<file path="src/inc/tts_pkg.sv">
// Constants and encodings shared by the transmit PDO scheduler
`default_nettype none
package tts_pkg;
   // Clock and time base
   localparam int CLK_HZ = 40_000_000;
   localparam int TIME_BASE_US = 1000;
   localparam int TICK_CYCLES = CLK_HZ / 1_000_000 * TIME_BASE_US;
   localparam int INH_UNIT_US = 100;
   localparam int INH_PER_MS = TIME_BASE_US / INH_UNIT_US;
   // Channel and mapping sizes
   localparam int NCH = 4;
   localparam int NMAP = 8;
   localparam logic [8:0] MAP_MAX_BITS = 9'h040;
   localparam logic [31:0] NUM_SUB = 32'h0000_0005;
   localparam logic [10:0] ID_BASE [NCH] = '{11'h180, 11'h280,
                                            11'h380, 11'h480};
   // Identifier word fields
   localparam int ID_DIS_BIT = 31;
   localparam int ID_RTR_BIT = 30;
   localparam int ID_EXT_BIT = 29;
   // Transmission types
   localparam logic [7:0] TT_ACYC = 8'h00;
   localparam logic [7:0] TT_CYC_MAX = 8'hF0;
   localparam logic [7:0] TT_RTR_SYNC = 8'hFC;
   localparam logic [7:0] TT_RTR_ONLY = 8'hFD;
   localparam logic [7:0] TT_UNUSED = 8'hFE;
   localparam logic [7:0] TT_ASYNC = 8'hFF;
   localparam logic [7:0] TT_RESET = 8'hFF;
   // Mapping entry lengths and mappable objects
   localparam logic [7:0] LEN8 = 8'h08;
   localparam logic [7:0] LEN16 = 8'h10;
   localparam logic [7:0] LEN32 = 8'h20;
   localparam logic [15:0] OBJ_DUMMY8 = 16'h0005;
   localparam logic [15:0] OBJ_DUMMY16 = 16'h0006;
   localparam logic [15:0] OBJ_DUMMY32 = 16'h0007;
   localparam logic [15:0] OBJ_DIN = 16'h6000;
   localparam logic [15:0] OBJ_AIN = 16'h6401;
   localparam logic [7:0] AIN_SUBS = 8'h08;
   // Register offsets inside a channel block, stride 0x80
   localparam logic [6:0] OFS_NUM = 7'h00;
   localparam logic [6:0] OFS_ID = 7'h04;
   localparam logic [6:0] OFS_TT = 7'h08;
   localparam logic [6:0] OFS_INH = 7'h0C;
   localparam logic [6:0] OFS_EVT = 7'h14;
   localparam logic [6:0] OFS_CNT = 7'h40;
   localparam logic [6:0] OFS_MAP0 = 7'h44;
   localparam logic [6:0] OFS_MAPN = 7'h60;
   // Global registers, selected by address bit 9
   localparam int GLB_BIT = 9;
   localparam logic [8:0] OFS_WIN = 9'h000;
   localparam logic [8:0] OFS_STAT = 9'h004;
   // Bus responses
   localparam logic [1:0] RESP_OKAY = 2'b00;
   localparam logic [1:0] RESP_SLVERR = 2'b10;
   // Read sequencer, Gray coded
   typedef enum logic [1:0] {
      RD_IDLE = 2'b00,
      RD_MEM = 2'b01,
      RD_MUX = 2'b11,
      RD_OUT = 2'b10
   } tts_rd_t;
endpackage
`default_nettype wire

</file>
<file path="src/logic/tts_sched.sv">
// Transmit PDO scheduler with mapping checker and AXI4-Lite registers
//
// Decided for this implementation: the AXI4-Lite slave port and the register offsets.
`timescale 1ns/1ps
`default_nettype none
module tts_sched
   import tts_pkg::*;
#(
   parameter int P_TICK_CYCLES = TICK_CYCLES
)(
   input wire logic clk_i,
   input wire logic rst_i,
   input wire logic [6:0] node_id_i,
   input wire logic sync_i,
   input wire logic rtr_i,
   input wire logic [10:0] rtr_id_i,
   input wire logic [3:0] app_evt_i,
   input wire logic tx_ready_i,
   output logic tx_valid_o,
   output logic [10:0] tx_id_o,
   output logic [1:0] tx_pdo_o,
   output logic [3:0] sample_o,
   input wire logic [11:0] s_axi_awaddr,
   input wire logic s_axi_awvalid,
   output logic s_axi_awready,
   input wire logic [31:0] s_axi_wdata,
   input wire logic [3:0] s_axi_wstrb,
   input wire logic s_axi_wvalid,
   output logic s_axi_wready,
   output logic [1:0] s_axi_bresp,
   output logic s_axi_bvalid,
   input wire logic s_axi_bready,
   input wire logic [11:0] s_axi_araddr,
   input wire logic s_axi_arvalid,
   output logic s_axi_arready,
   output logic [31:0] s_axi_rdata,
   output logic [1:0] s_axi_rresp,
   output logic s_axi_rvalid,
   input wire logic s_axi_rready
);
   localparam int TW = $clog2(P_TICK_CYCLES + 1);

   logic [TW-1:0] tick_cnt_q;
   logic tick_q;
   logic [31:0] ident_q [NCH];
   logic [7:0] ttype_q [NCH];
   logic [15:0] inh_q [NCH];
   logic [15:0] evt_q [NCH];
   logic [3:0] cnt_q [NCH];
   logic [5:0] mlen_q [NCH*NMAP];
   logic [15:0] win_q;
   logic [15:0] win_cnt_q;
   logic win_open;
   logic [11:0] awaddr_q;
   logic [31:0] wdata_q;
   logic [3:0] wstrb_q;
   logic [11:0] araddr_q;
   logic [31:0] mem_rd;
   logic [31:0] rd_val;
   logic rd_err;
   tts_rd_t rd_st_q;
   logic wr_go;
   logic [1:0] wch;
   logic [6:0] woff;
   logic [2:0] wk;
   logic [1:0] rch;
   logic [6:0] roff;
   logic [2:0] rk;
   logic we_id, we_tt, we_inh, we_evt, we_cnt, we_map, we_win;
   logic wr_ok;
   logic [5:0] wlen;
   logic [8:0] msum;
   logic mbad;
   logic [3:0] offer;
   logic [3:0] busy;
   logic [3:0] grant;
   logic [3:0] rtr_hit;

   // Length of a mappable object, zero when not mappable
   function automatic logic [5:0] obj_len(input logic [31:0] e);
      logic [7:0] want;
      want = 8'h00;
      unique case (e[31:16])
         OBJ_DUMMY8: want = (e[15:8] == 8'h00) ? LEN8 : 8'h00;
         OBJ_DUMMY16: want = (e[15:8] == 8'h00) ? LEN16 : 8'h00;
         OBJ_DUMMY32: want = (e[15:8] == 8'h00) ? LEN32 : 8'h00;
         OBJ_DIN: want = (e[15:8] == 8'h01) ? LEN8 : 8'h00;
         OBJ_AIN: want = (e[15:8] != 8'h00 && e[15:8] <= AIN_SUBS) ?
                         LEN16 : 8'h00;
         default: want = 8'h00;
      endcase
      obj_len = (want != 8'h00 && e[7:0] == want) ?
                want[5:0] : 6'h00;
   endfunction

   // Legal transmission types
   function automatic logic tt_legal(input logic [7:0] t);
      tt_legal = (t <= TT_CYC_MAX) || (t == TT_RTR_SYNC) ||
                 (t == TT_RTR_ONLY) || (t == TT_ASYNC);
   endfunction

   // Millisecond time base
   always_ff @(posedge clk_i)
   begin
      if (rst_i || tick_cnt_q == TW'(P_TICK_CYCLES - 1))
      begin
         tick_cnt_q <= '0;
      end
      else
      begin
         tick_cnt_q <= tick_cnt_q + TW'(1);
      end
   end

   always_ff @(posedge clk_i)
   begin
      if (rst_i)
      begin
         tick_q <= 1'b0;
      end
      else
      begin
         tick_q <= (tick_cnt_q == TW'(P_TICK_CYCLES - 1));
      end
   end

   // Synchronous window after each SYNC, zero means unlimited
   always_ff @(posedge clk_i)
   begin
      if (rst_i)
      begin
         win_cnt_q <= 16'h0000;
      end
      else if (sync_i)
      begin
         win_cnt_q <= win_q;
      end
      else if (tick_q && win_cnt_q != 16'h0000)
      begin
         win_cnt_q <= win_cnt_q - 16'h0001;
      end
   end
   assign win_open = (win_q == 16'h0000) || (win_cnt_q != 16'h0000);

   // Write decode and validation
   assign wr_go = !s_axi_awready && !s_axi_wready && !s_axi_bvalid;
   assign wch = awaddr_q[8:7];
   assign woff = awaddr_q[6:0];
   assign wk = 3'((woff - OFS_MAP0) >> 2);
   assign wlen = obj_len(wdata_q);

   always_comb
   begin
      msum = 9'h000;
      mbad = 1'b0;
      for (int k = 0; k < NMAP; k++)
      begin
         if (4'(k) < wdata_q[3:0])
         begin
            msum = msum + 9'(mlen_q[{wch, 3'(k)}]);
            mbad = mbad || (mlen_q[{wch, 3'(k)}] == 6'h00);
         end
      end
   end

   always_comb
   begin
      we_id = 1'b0;
      we_tt = 1'b0;
      we_inh = 1'b0;
      we_evt = 1'b0;
      we_cnt = 1'b0;
      we_map = 1'b0;
      we_win = 1'b0;
      if (!wr_go || wstrb_q != 4'hF)
      begin
         we_id = 1'b0;
      end
      else if (awaddr_q[GLB_BIT])
      begin
         we_win = (awaddr_q[8:0] == OFS_WIN) &&
                  (wdata_q[31:16] == 16'h0000);
      end
      else
      begin
         unique case (woff)
            OFS_ID: we_id = !wdata_q[ID_EXT_BIT];
            OFS_TT: we_tt = tt_legal(wdata_q[7:0]) &&
                            (wdata_q[31:8] == 24'h00_0000);
            OFS_INH: we_inh = (wdata_q[31:16] == 16'h0000);
            OFS_EVT: we_evt = (wdata_q[31:16] == 16'h0000);
            OFS_CNT: we_cnt = (wdata_q[31:4] == 28'h000_0000) &&
                              (wdata_q[3:0] <= 4'(NMAP)) &&
                              (wdata_q[3:0] == 4'h0 ||
                               (!mbad && msum <= MAP_MAX_BITS));
            default: we_map = (woff >= OFS_MAP0) && (woff <= OFS_MAPN) &&
                              (woff[1:0] == 2'b00) &&
                              (cnt_q[wch] == 4'h0) &&
                              (wlen != 6'h00);
         endcase
      end
   end
   // Subindex 0 and unmapped offsets fall through as refused
   assign wr_ok = we_id || we_tt || we_inh || we_evt ||
                  we_cnt || we_map || we_win;

   // Write address and data channels
   always_ff @(posedge clk_i)
   begin
      if (rst_i)
      begin
         s_axi_awready <= 1'b1;
         awaddr_q <= 12'h000;
      end
      else if (s_axi_awvalid && s_axi_awready)
      begin
         s_axi_awready <= 1'b0;
         awaddr_q <= s_axi_awaddr;
      end
      else if (s_axi_bvalid && s_axi_bready)
      begin
         s_axi_awready <= 1'b1;
      end
   end

   always_ff @(posedge clk_i)
   begin
      if (rst_i)
      begin
         s_axi_wready <= 1'b1;
         wdata_q <= 32'h0000_0000;
         wstrb_q <= 4'h0;
      end
      else if (s_axi_wvalid && s_axi_wready)
      begin
         s_axi_wready <= 1'b0;
         wdata_q <= s_axi_wdata;
         wstrb_q <= s_axi_wstrb;
      end
      else if (s_axi_bvalid && s_axi_bready)
      begin
         s_axi_wready <= 1'b1;
      end
   end

   // Write response, refusal answers as abort
   always_ff @(posedge clk_i)
   begin
      if (rst_i)
      begin
         s_axi_bvalid <= 1'b0;
         s_axi_bresp <= RESP_OKAY;
      end
      else if (wr_go)
      begin
         s_axi_bvalid <= 1'b1;
         s_axi_bresp <= wr_ok ? RESP_OKAY : RESP_SLVERR;
      end
      else if (s_axi_bready)
      begin
         s_axi_bvalid <= 1'b0;
      end
   end

   // Communication parameters per channel
   always_ff @(posedge clk_i)
   begin
      for (int c = 0; c < NCH; c++)
      begin
         if (rst_i)
         begin
            ident_q[c] <= {21'h00_0000,
                           11'(ID_BASE[c] + 11'(node_id_i))};
            ttype_q[c] <= TT_RESET;
            inh_q[c] <= 16'h0000;
            evt_q[c] <= 16'h0000;
         end
         else if (wch == 2'(c))
         begin
            if (we_id)
            begin
               ident_q[c] <= {wdata_q[31:30], 19'h0_0000,
                              wdata_q[10:0]};
            end
            if (we_tt)
            begin
               ttype_q[c] <= wdata_q[7:0];
            end
            if (we_inh)
            begin
               inh_q[c] <= wdata_q[15:0];
            end
            if (we_evt)
            begin
               evt_q[c] <= wdata_q[15:0];
            end
         end
      end
   end

   // Mapping counts and entry lengths
   always_ff @(posedge clk_i)
   begin
      if (rst_i)
      begin
         for (int c = 0; c < NCH; c++)
         begin
            cnt_q[c] <= 4'h0;
         end
         for (int i = 0; i < NCH*NMAP; i++)
         begin
            mlen_q[i] <= 6'h00;
         end
      end
      else
      begin
         if (we_cnt)
         begin
            cnt_q[wch] <= wdata_q[3:0];
         end
         if (we_map)
         begin
            mlen_q[{wch, wk}] <= wlen;
         end
      end
   end

   always_ff @(posedge clk_i)
   begin
      if (rst_i)
      begin
         win_q <= 16'h0000;
      end
      else if (we_win)
      begin
         win_q <= wdata_q[15:0];
      end
   end

   // Mapping entry words
   tts_map_mem u_mem (
      .clk_i(clk_i),
      .rst_i(rst_i),
      .we_i(we_map),
      .waddr_i({wch, wk}),
      .wdata_i(wdata_q),
      .raddr_i({rch, rk}),
      .rdata_o(mem_rd)
   );

   // Read sequencer
   assign rch = araddr_q[8:7];
   assign roff = araddr_q[6:0];
   assign rk = 3'((roff - OFS_MAP0) >> 2);

   always_comb
   begin
      rd_val = 32'h0000_0000;
      rd_err = 1'b0;
      if (araddr_q[GLB_BIT])
      begin
         if (araddr_q[8:0] == OFS_WIN)
         begin
            rd_val = {16'h0000, win_q};
         end
         else if (araddr_q[8:0] == OFS_STAT)
         begin
            rd_val = {24'h00_0000, busy, offer};
         end
         else
         begin
            rd_err = 1'b1;
         end
      end
      else
      begin
         unique case (roff)
            OFS_NUM: rd_val = NUM_SUB;
            OFS_ID: rd_val = ident_q[rch];
            OFS_TT: rd_val = {24'h00_0000, ttype_q[rch]};
            OFS_INH: rd_val = {16'h0000, inh_q[rch]};
            OFS_EVT: rd_val = {16'h0000, evt_q[rch]};
            OFS_CNT: rd_val = {28'h000_0000, cnt_q[rch]};
            default:
            begin
               rd_err = !((roff >= OFS_MAP0) && (roff <= OFS_MAPN) &&
                          (roff[1:0] == 2'b00));
               rd_val = (!rd_err && mlen_q[{rch, rk}] != 6'h00) ?
                        mem_rd : 32'h0000_0000;
            end
         endcase
      end
   end

   always_ff @(posedge clk_i)
   begin
      if (rst_i)
      begin
         rd_st_q <= RD_IDLE;
         s_axi_arready <= 1'b1;
         s_axi_rvalid <= 1'b0;
         s_axi_rdata <= 32'h0000_0000;
         s_axi_rresp <= RESP_OKAY;
         araddr_q <= 12'h000;
      end
      else
      begin
         unique case (rd_st_q)
            RD_IDLE:
            begin
               if (s_axi_arvalid)
               begin
                  araddr_q <= s_axi_araddr;
                  s_axi_arready <= 1'b0;
                  rd_st_q <= RD_MEM;
               end
            end
            RD_MEM: rd_st_q <= RD_MUX;
            RD_MUX:
            begin
               s_axi_rdata <= rd_val;
               s_axi_rresp <= rd_err ? RESP_SLVERR : RESP_OKAY;
               s_axi_rvalid <= 1'b1;
               rd_st_q <= RD_OUT;
            end
            RD_OUT:
            begin
               if (s_axi_rready)
               begin
                  s_axi_rvalid <= 1'b0;
                  s_axi_arready <= 1'b1;
                  rd_st_q <= RD_IDLE;
               end
            end
         endcase
      end
   end

   // Channel schedulers
   for (genvar c = 0; c < NCH; c++)
   begin : g_ch
      assign rtr_hit[c] = rtr_i && (rtr_id_i == ident_q[c][10:0]) &&
                          !ident_q[c][ID_RTR_BIT];
      tts_chan u_ch (
         .clk_i(clk_i),
         .rst_i(rst_i),
         .tick_i(tick_q),
         .en_i(!ident_q[c][ID_DIS_BIT]),
         .ttype_i(ttype_q[c]),
         .inh_i(inh_q[c]),
         .evt_i(evt_q[c]),
         .sync_i(sync_i),
         .rtr_i(rtr_hit[c]),
         .app_evt_i(app_evt_i[c]),
         .win_open_i(win_open),
         .grant_i(grant[c]),
         .offer_o(offer[c]),
         .busy_o(busy[c])
      );
   end

   // Fixed priority, lowest channel first
   always_comb
   begin
      grant = 4'h0;
      for (int c = NCH - 1; c >= 0; c--)
      begin
         if (offer[c] && !tx_valid_o)
         begin
            grant = 4'(1 << c);
         end
      end
   end

   // Transmit request held until the controller takes it
   always_ff @(posedge clk_i)
   begin
      if (rst_i)
      begin
         tx_valid_o <= 1'b0;
         tx_id_o <= 11'h000;
         tx_pdo_o <= 2'b00;
      end
      else if (grant != 4'h0)
      begin
         tx_valid_o <= 1'b1;
         for (int c = 0; c < NCH; c++)
         begin
            if (grant[c])
            begin
               tx_id_o <= ident_q[c][10:0];
               tx_pdo_o <= 2'(c);
            end
         end
      end
      else if (tx_ready_i)
      begin
         tx_valid_o <= 1'b0;
      end
   end

   // Data refresh strobes
   always_ff @(posedge clk_i)
   begin
      for (int c = 0; c < NCH; c++)
      begin
         if (rst_i)
         begin
            sample_o[c] <= 1'b0;
         end
         else if (ttype_q[c] == TT_RTR_SYNC)
         begin
            sample_o[c] <= sync_i && !ident_q[c][ID_DIS_BIT];
         end
         else
         begin
            sample_o[c] <= grant[c];
         end
      end
   end
endmodule
`default_nettype wire

</file>
<file path="src/logic/tts_map_mem.sv">
// Mapping entry storage, 32 words, registered read
`timescale 1ns/1ps
`default_nettype none
module tts_map_mem (
   input wire logic clk_i,
   input wire logic rst_i,
   input wire logic we_i,
   input wire logic [4:0] waddr_i,
   input wire logic [31:0] wdata_i,
   input wire logic [4:0] raddr_i,
   output logic [31:0] rdata_o
);
   logic [31:0] mem_q [32];

   // Write port
   always_ff @(posedge clk_i)
   begin
      if (we_i)
      begin
         mem_q[waddr_i] <= wdata_i;
      end
   end

   // Registered read port
   always_ff @(posedge clk_i)
   begin
      if (rst_i)
      begin
         rdata_o <= 32'h0000_0000;
      end
      else
      begin
         rdata_o <= mem_q[raddr_i];
      end
   end
endmodule
`default_nettype wire

</file>
<file path="src/logic/tts_chan.sv">
// One transmit channel: trigger decode, inhibit and event timers
`timescale 1ns/1ps
`default_nettype none
module tts_chan
   import tts_pkg::*;
(
   input wire logic clk_i,
   input wire logic rst_i,
   input wire logic tick_i,
   input wire logic en_i,
   input wire logic [7:0] ttype_i,
   input wire logic [15:0] inh_i,
   input wire logic [15:0] evt_i,
   input wire logic sync_i,
   input wire logic rtr_i,
   input wire logic app_evt_i,
   input wire logic win_open_i,
   input wire logic grant_i,
   output logic offer_o,
   output logic busy_o
);
   logic [7:0] sync_cnt_q;
   logic [13:0] inh_cnt_q;
   logic [15:0] evt_cnt_q;
   logic sync_pend_q;
   logic req_pend_q;
   logic evt_pend_q;
   logic cyc;
   logic hit;
   logic [16:0] inh_sum;
   logic [13:0] inh_ms;

   // Decode of the synchronous trigger
   assign cyc = (ttype_i != TT_ACYC) && (ttype_i <= TT_CYC_MAX);
   assign hit = sync_i && ((ttype_i == TT_ACYC) ||
                (cyc && (sync_cnt_q + 8'h01 >= ttype_i)));
   // Inhibit in 100 us units rounded up to whole ms
   assign inh_sum = 17'(inh_i) + 17'(INH_PER_MS - 1);
   assign inh_ms = 14'(inh_sum / 17'(INH_PER_MS));

   // SYNC counting and synchronous send request
   always_ff @(posedge clk_i)
   begin
      if (rst_i || !en_i)
      begin
         sync_cnt_q <= 8'h00;
         sync_pend_q <= 1'b0;
      end
      else
      begin
         if (sync_i && cyc)
         begin
            sync_cnt_q <= hit ? 8'h00 : sync_cnt_q + 8'h01;
         end
         if (hit)
         begin
            sync_pend_q <= 1'b1;
         end
         else if (grant_i || !win_open_i)
         begin
            sync_pend_q <= 1'b0;
         end
      end
   end

   // Remote request and profile event requests
   always_ff @(posedge clk_i)
   begin
      if (rst_i || !en_i)
      begin
         req_pend_q <= 1'b0;
      end
      else if ((rtr_i && (ttype_i == TT_RTR_SYNC ||
                          ttype_i == TT_RTR_ONLY)) ||
               (app_evt_i && ttype_i == TT_ASYNC))
      begin
         req_pend_q <= 1'b1;
      end
      else if (grant_i)
      begin
         req_pend_q <= 1'b0;
      end
   end

   // Periodic event timer, zero switches it off
   always_ff @(posedge clk_i)
   begin
      if (rst_i || !en_i || evt_i == 16'h0000 || ttype_i != TT_ASYNC)
      begin
         evt_cnt_q <= evt_i;
         evt_pend_q <= 1'b0;
      end
      else if (grant_i && evt_pend_q)
      begin
         evt_cnt_q <= evt_i;
         evt_pend_q <= 1'b0;
      end
      else if (tick_i && evt_cnt_q != 16'h0000)
      begin
         evt_cnt_q <= evt_cnt_q - 16'h0001;
         if (evt_cnt_q == 16'h0001)
         begin
            evt_pend_q <= 1'b1;
         end
      end
   end

   // Inhibit starts at the first attempt, plus one tick for phase
   always_ff @(posedge clk_i)
   begin
      if (rst_i)
      begin
         inh_cnt_q <= 14'h0000;
      end
      else if (grant_i)
      begin
         inh_cnt_q <= (inh_ms == 14'h0000) ? 14'h0000 :
                      inh_ms + 14'h0001;
      end
      else if (tick_i && inh_cnt_q != 14'h0000)
      begin
         inh_cnt_q <= inh_cnt_q - 14'h0001;
      end
   end

   // Offer only while enabled and outside the inhibit period
   assign busy_o = (inh_cnt_q != 14'h0000);
   assign offer_o = en_i && !busy_o &&
                    (sync_pend_q || req_pend_q || evt_pend_q);
endmodule
`default_nettype wire

</file>
<file path="config.mk">
export PLATFORM = sky130hd
export DESIGN_NAME = tts_sched
export DESIGN_NICKNAME = d
export VERILOG_FILES = /design/src/inc/tts_pkg.sv /design/src/logic/tts_sched.sv /design/src/logic/tts_map_mem.sv /design/src/logic/tts_chan.sv
export SDC_FILE = /design/constraint.sdc
export NUM_CORES = 2
export LEC_CHECK = 0
export BUFFER_PORTS_ARGS = -buffer_cell sky130_fd_sc_hd__buf_4
export CAP_MARGIN = 25
export CELL_PAD_IN_SITES_DETAIL_PLACEMENT = 1
export CELL_PAD_IN_SITES_GLOBAL_PLACEMENT = 1
export CORE_MARGIN = 2
export CORE_UTILIZATION = 30
export CTS_CLUSTER_SIZE = 8
export DETAILED_ROUTE_END_ITERATION = 8
export GPL_TIMING_DRIVEN = 0
export PLACE_DENSITY_LB_ADDON = 0.1
export SKIP_LAST_GASP = 1
export SLEW_MARGIN = 30
export SYNTH_ARGS = -nofsm -noshare
export SYNTH_HDL_FRONTEND = slang
export SYNTH_SLANG_ARGS = --single-unit
export TNS_END_PERCENT = 10
</file>
<file path="constraint.sdc">
create_clock -name clk_i -period 7.8 [get_ports clk_i]
set_clock_uncertainty 0.1 [all_clocks]
set_input_delay 0.39 -clock clk_i [delete_from_list [all_inputs] [get_ports clk_i]]
set_output_delay 0.39 -clock clk_i [all_outputs]
set_load 0.005 [all_outputs]
</file>
# [Yosys cells after proc, flatten, opt, wreduce, memory -nomap -nowiden]
# Memories as Yosys holds them, arrays and structs flattened. A register that Yosys moved wholly into a read port is not among the register bits.
# Index checks and enable logic that the tools add are counted.
[classes] muxes=242 div=4 n_addsub=35 reduce_logical=248 n_lt_le_gt_ge=24 multipliers=0 n_bitwise=16 n_shift=0 n_eq_ne=55
[ops] cell="$mux W16" n=23
[ops] cell="$pmux W32 S6" n=1
[ops] cell="$mux W14" n=12
[ops] cell="$mux W1" n=125
[ops] cell="$eq A8 B8 Y1 const B" n=15
[ops] cell="$logic_not A16 Y1" n=6
[ops] cell="$mux W5" n=19
[ops] cell="$logic_and A1 B1 Y1" n=80
[ops] cell="$reduce_bool A16 Y1" n=5
[ops] cell="$sub A16 B1 Y16 const B" n=5
[ops] cell="$mux W8" n=9
[ops] cell="$add A16 B4 Y17 const B" n=4
[ops] cell="$div A17 B4 Y17 const B" n=4
[ops] cell="$eq A16 B1 Y1 const B" n=4
[ops] cell="$mux W32" n=2
[ops] cell="$add A9 B6 Y9" n=7
[ops] cell="$mux W9" n=7
[ops] cell="$add A14 B1 Y14 const B" n=4
[ops] cell="$logic_not A14 Y1" n=4
[ops] cell="$logic_or A1 B1 Y1" n=56
[ops] cell="$reduce_bool A14 Y1" n=4
[ops] cell="$sub A14 B1 Y14 const B" n=4
[ops] cell="$mux W13" n=4
[ops] cell="$eq A16 B3 Y1 const B" n=3
[ops] cell="59 further kinds" n=217
[word_totals] register_bits=330 n_memories=7 input_bits=92 romBits=0 elab_cells=676 ramBits=1444 out_inout_bits=59 latch_bits=0
[mem_list] memory="u_mem.mem_q" depth=32 word_bits=32 read_ports=1 rd_clocked_by_memory_dff=1 wr=1 line_no="tts_map_mem.sv:13" source="logic [31:0] mem_q [32];"
[mem_list] memory="mlen_q" depth=32 word_bits=6 read_ports=9 rd_clocked_by_memory_dff=8 wr=32 line_no="tts_sched.sv:50" source="logic [5:0] mlen_q [NCH*NMAP];"
[mem_list] memory="evt_q" depth=4 word_bits=16 read_ports=5 rd_clocked_by_memory_dff=1 wr=4 line_no="tts_sched.sv:48" source="logic [15:0] evt_q [NCH];"
[mem_list] memory="inh_q" depth=4 word_bits=16 read_ports=5 rd_clocked_by_memory_dff=1 wr=4 line_no="tts_sched.sv:47" source="logic [15:0] inh_q [NCH];"
[mem_list] memory="ident_q" depth=4 word_bits=13 read_ports=5 rd_clocked_by_memory_dff=1 wr=4 line_no="tts_sched.sv:45" source="logic [31:0] ident_q [NCH];"
[mem_list] memory="ttype_q" depth=4 word_bits=8 read_ports=5 rd_clocked_by_memory_dff=1 wr=4 line_no="tts_sched.sv:46" source="logic [7:0] ttype_q [NCH];"
[mem_list] memory="1 more memories"

# [Logic depth before layout (Yosys ltp)]
[logic_depth] word_depth=28 ltp_mapped=38 depth_no_buf=36

# [Hierarchy]
# From an unflattened synthesis, not the netlist that was laid out.
[unflattened] cells_unflattened=6951 area_unflattened_um2=86576.8
[by_module_without_submodules] module="tts_map_mem" area_per_inst_um2=39808.2 seq_area_each_um2=31390.1 instances=1 cells_per_inst=1734
[by_module_without_submodules] module="tts_sched" area_per_inst_um2=25130.4 seq_area_each_um2=13092.6 instances=1 cells_per_inst=2392
[by_module_without_submodules] module="tts_chan (g_ch[0].u_ch ...)" area_per_inst_um2=5509.0 seq_area_each_um2=980.9 instances=3 cells_per_inst=716
[by_module_without_submodules] module="tts_chan (g_ch[1].u_ch)" area_per_inst_um2=5111.2 seq_area_each_um2=980.9 instances=1 cells_per_inst=677

# [Worst setup path before layout]
# OpenSTA, ideal clock, no wires.
[synth_path] path_type="register to register" start="register with a tool-made name" end="memory cnt_q[3][0] (enable)" setup_time_ns=0.307 required_ns=7.393 slack_ns=-0.560 stages_incl_launch_ff=32 n_path_buf=2 arrival_time_ns=7.952 synth_period_minus_slack_ns=8.360 path_cell_list="dfxtp_1 -> clkbuf_1 -> buf_1 -> mux4_2 -> ha_1 -> inv_1 -> fa_1 -> nor2_1 -> a21oi_1 -> fa_1 -> mux2i_1 -> inv_1 -> fa_1 -> nand2_1 -> o21ai_0 -> fa_1 -> mux2i_1 -> inv_1 -> fa_1 -> nand2_1 -> o21ai_0 -> fa_1 -> mux2i_1 -> inv_1 -> fa_1 -> xnor2_1 -> o32a_1 -> o41ai_1 -> a22oi_1 -> nor3_1 -> nand3_1 -> nand2_1"
[synth_lines] item="to (decl)" line_no="tts_sched.sv:49" source="logic [3:0] cnt_q [NCH];"

==> reports/qor_table.md <==
| Result | This run | Unit |
|:---|:---|:---|
| Nature of the critical path endpoint | flop | - |
| Largest stage delay, worst path | 0.57 | ns |
| Final net count | 7463 | - |
| Met3 WL post-DR | 12.5 | mm |
| Standard cell area after detailed placement | 91600 | sq um |
| Max-cap check violation count | 0 | - |
| Commonest cells after routing, fill and taps aside | 1412 x sky130_fd_sc_hd__edfxtp_1, 585 x sky130_fd_sc_hd__nor2_1, 553 x sky130_fd_sc_hd__nand2_1 | - |
| Mean post-synth cell area | 12.7 | sq um |
| Count of buffers from port buffering | 140 | - |
| First-pass GRT wire length | 475 | mm |
| Number of fill cells | 29469 | - |
| Worst-path fanout max | 5 | - |
| Overflow after GRT | 0 | - |
| Violations in the final reports | negative setup slack | - |
| Time the worst path needs with I/O delays and setup | 7.83 | ns |
| Met2 WL | 167 | mm |
| Initial antenna violation count | 17 | - |
| Seq. cell area | 48500 | sq um |
| Clock slew at the register clock pins of the worst setup and hold paths | 0.05 | ns |
| Count of state elements after synthesis | 1712 | - |
| Primary FF master, synth | sky130_fd_sc_hd__edfxtp_1 | - |
| Cell type with the largest total area after synthesis | sky130_fd_sc_hd__edfxtp_1 | - |
| Num Clock Sinks | 1712 | - |
| Most repeated library cell on the critical path | sky130_fd_sc_hd__fa_1 | - |
| Top Ports | 151 | - |
| Root buffer selected by CTS | sky130_fd_sc_hd__clkbuf_16 | - |
| Detailed-routing wirelength on met1 | 140 | mm |
| Ys async rst share | 0 | % |
| Estimated wirelength of the detail-placed design | 246 | mm |
| Pin count of the biggest net entering global routing | 39 | - |
| Floorplan die height | 533 | um |
| Via density per instance | 5.43 | - |
| Period utilisation layout | 100 | % |
| Total wirelength of the detailed-routed design | 335 | mm |
| Final count of hold timing violations | 0 | - |
| Data arrival time of the worst path | 8.26 | ns |
| Max-slew headroom at the worst pin | 26.1 | % |
| RD Place Congestion | 0.886 | - |
| CP max-delay cell | sky130_fd_sc_hd__mux4_2 | - |
| Via count of the first global-routing pass | 62668 | - |
| Total CTS buffers | 239 | - |
| Post-synth cell types | 135 | - |
| Die area | 284000 | sq um |
| Max clock buf depth | 4 | - |
| Routed via count | 60557 | - |
| Family with the most delay on the worst path | adder cells | - |
| Worst vdd rail ir drop | 0.218 | mV |
| Leading cell type in the layout, fill and taps excluded | sky130_fd_sc_hd__edfxtp_1 | - |
| Accumulated negative setup slack | -0.0915 | ns |
| CTS tree | done | - |
| Pwr per Cell Area | 243 | nW/um^2 |
| Area fraction of the dominant cell type after synthesis | 50.5 | % |
| Seq/Total Area, Yosys | 57.6 | % |
| Critical Path RT | 8.24 | ns |
| Final instance area | 102000 | sq um |
| Layout cell share with drive strength beyond 1 | 21.1 | % |
| Number of standard-cell rows in the floorplan | 194 | - |
| Smallest setup slack after layout | -0.0255 | ns |
| Per-cell routed wire length | 30.1 | um |
| Largest cells by area after synthesis | sky130_fd_sc_hd__edfxtp_1 50%, sky130_fd_sc_hd__mux4_2 11%, sky130_fd_sc_hd__dfxtp_1 7.1% | - |
| Area growth syn-to-layout | 20.8 | % |
| Residual antenna-violating net count after detailed routing | 0 | - |
| Residual DRC | 0 | - |
| Clock insertion delay at the later pin of the skew report | 0.94 | ns |
| Number of warnings reported in the yosys synthesis log | 0 | - |
| Combined area of the multi-input logic cells | 35000 | sq um |
| DR iter-0 viols | 4742 | - |
| Post-synth EDFFs | 1412 | - |
| Type of element launching the critical path | flop | - |
| Starting utilization of the core area | 30.1 | % |
| Highest clock rate | 0.128 | GHz |
| Total global routing track utilization | 23.0 | % |
| Static leakage power | 34.7 | nW |
| Final-report max-slew violation count | 0 | - |
| Highest layer used for signal routing | met5 | - |
| Crit Path Class | flop to flop | - |
| Status | finished, violations left | - |
| Worst-margin pin slew | 1.11 | ns |
| Worst hold path type | input port to flop | - |
| Mapped cell area | 84000 | sq um |
| TritonRoute pass-1 iters | 6 | - |
| Cell count after synthesis | 6632 | - |
| Final setup violation count | 4 | - |
| Chip width | 533 | um |
| Core Area | 279000 | sq um |
| Number of buffer and inverter stages on the critical path | 6 | - |
| Unrepaired setup endpoints after global routing | true | - |
| Maximum level of the CTS H-tree | 4 | - |
==> power by group <==
part           internal, mW  switching (mW)
Sequential             10.1           0.336
Combinational          1.68            2.83
Clock                  5.66            4.05
Total                  17.5            7.21
==> per-layer routing <==
| layer | up-vias | global-route usage, % |
|---|---|---|
| met5 | - | 0 |
| li1 | 26770 | - |
| met1 | 31855 | 29.3 |
| met4 | 4 | 9.48 |
| met2 | 1440 | 39.9 |
| met3 | 488 | 2.27 |
==> cells in the mapped netlist, types with 18 or more instances <==
library cell and instances:
sky130_fd_sc_hd__nand2_1 569, sky130_fd_sc_hd__and2_1 156, sky130_fd_sc_hd__nor2b_1 41, sky130_fd_sc_hd__a221oi_1 18
sky130_fd_sc_hd__nand3_1 137, sky130_fd_sc_hd__xnor2_1 198, sky130_fd_sc_hd__nor3_1 244, sky130_fd_sc_hd__nand3b_1 19
sky130_fd_sc_hd__dfxtp_1 300, sky130_fd_sc_hd__nor2_1 602, sky130_fd_sc_hd__mux2_2 25, sky130_fd_sc_hd__clkbuf_1 297
sky130_fd_sc_hd__mux4_2 406, sky130_fd_sc_hd__buf_2 40, sky130_fd_sc_hd__or4_1 24, sky130_fd_sc_hd__a22oi_1 39
sky130_fd_sc_hd__a21oi_1 393, sky130_fd_sc_hd__and3_1 40, sky130_fd_sc_hd__nand2b_1 77, sky130_fd_sc_hd__o21ai_0 180
sky130_fd_sc_hd__a21o_1 29, sky130_fd_sc_hd__nor4_1 136, sky130_fd_sc_hd__o21ai_1 20, sky130_fd_sc_hd__or3_1 56
sky130_fd_sc_hd__inv_1 148, sky130_fd_sc_hd__o211ai_1 52, sky130_fd_sc_hd__or2_2 25, sky130_fd_sc_hd__nand4_1 74
sky130_fd_sc_hd__mux2i_1 91, sky130_fd_sc_hd__xor2_1 127, sky130_fd_sc_hd__a31oi_1 70, sky130_fd_sc_hd__a211oi_1 30
sky130_fd_sc_hd__ha_1 88, sky130_fd_sc_hd__buf_1 46, sky130_fd_sc_hd__edfxtp_1 1412
==> kinds of logic (layout without fill, tap and decap cells) <==
kind of cell / Yosys count / count (layout) / synth area share [%]
mux: 522 / 522 / 12.3
other cells: 1 / 8 / 0.00446
flops: 1712 / 1712 / 57.6
buf+inv: 545 / 1330 / 2.56
xor+xnor: 332 / 333 / 3.54
fa+ha+maj: 103 / 103 / 1.57
simple gates: 2284 / 2284 / 13.4
compound gates: 1133 / 1133 / 9.00
==> worst reg2reg max path, delay by kind of cell (launching register included) <==
kind,cells,cell delay (ns)
AND/OR/NAND/NOR,8,0.94
AO/OA/AOI/OAI,6,0.79
adder cells (fa/ha/maj),8,3.46
multiplexers,4,1.18
buffers and inverters,6,0.63
flip-flops,1,0.33
==> sequential cells by signal, indices dropped and copies added (netlist names), 32 cells and up, named ones only <==
register	count
evt_q	64
g_ch.u_ch.evt_cnt_q	64
g_ch.u_ch.inh_cnt_q	56
g_ch.u_ch.sync_cnt_q	32
ident_q	52
inh_q	64
mlen_q	96
s_axi_rdata	32
ttype_q	32
u_mem.mem_q	1024
u_mem.rdata_o	32
wdata_q	32
==> cell type report <==
class / count / share of cell area [%]
flip-flops and latches: 1712 / 47.7
inverters: 148 / 0.604
diodes: 6 / 0.0148
well taps: 3724 / 4.59
clock inverters: 16 / 0.274
multi-input cells: 4377 / 34.5
repair buffers: 408 / 4.14
plain buffers: 390 / 1.79
clock buffers: 368 / 6.39
==> through the flow <==
step	util (%)	instances	total power [mW]	hold slack, ns	setup WS, ns
3_5_place_dp	32.8	10563	14.8	0.354	-2.19
2_1_floorplan	-	6633	13.1	0.326	0.0153
4_1_cts	35.9	11078	24.8	0.0260	-0.0514
5_1_grt	36.4	11146	25.6	0.0548	-0.388
3_3_place_gp	32.2	10497	14.7	0.345	-2.44
6_report	36.4	11149	24.7	0.117	-0.0255
==> worst paths after layout <==
kind	start	slack, ns	endpoint	cells after the start
setup / recovery	flop	-0.03	cnt_q[3][1]	32
hold / removal	s_axi_wdata[11]	0.12	wdata_q[11]	3
setup reg to reg	flop	-0.03	cnt_q[3][1]	32
hold reg to reg	wstrb_q[0]	0.36	wstrb_q[0]	2
==> what timing repair did <==
item                       CTS  global route
setup endpoints to repair   84            84
gates resized for setup    124           157
buffers inserted            55            65
cloned                       0             1
pin swaps                   31            44
hold endpoints to repair   100             0
hold buffers                82             0
Note: power is estimated with default switching activity, not from simulation.
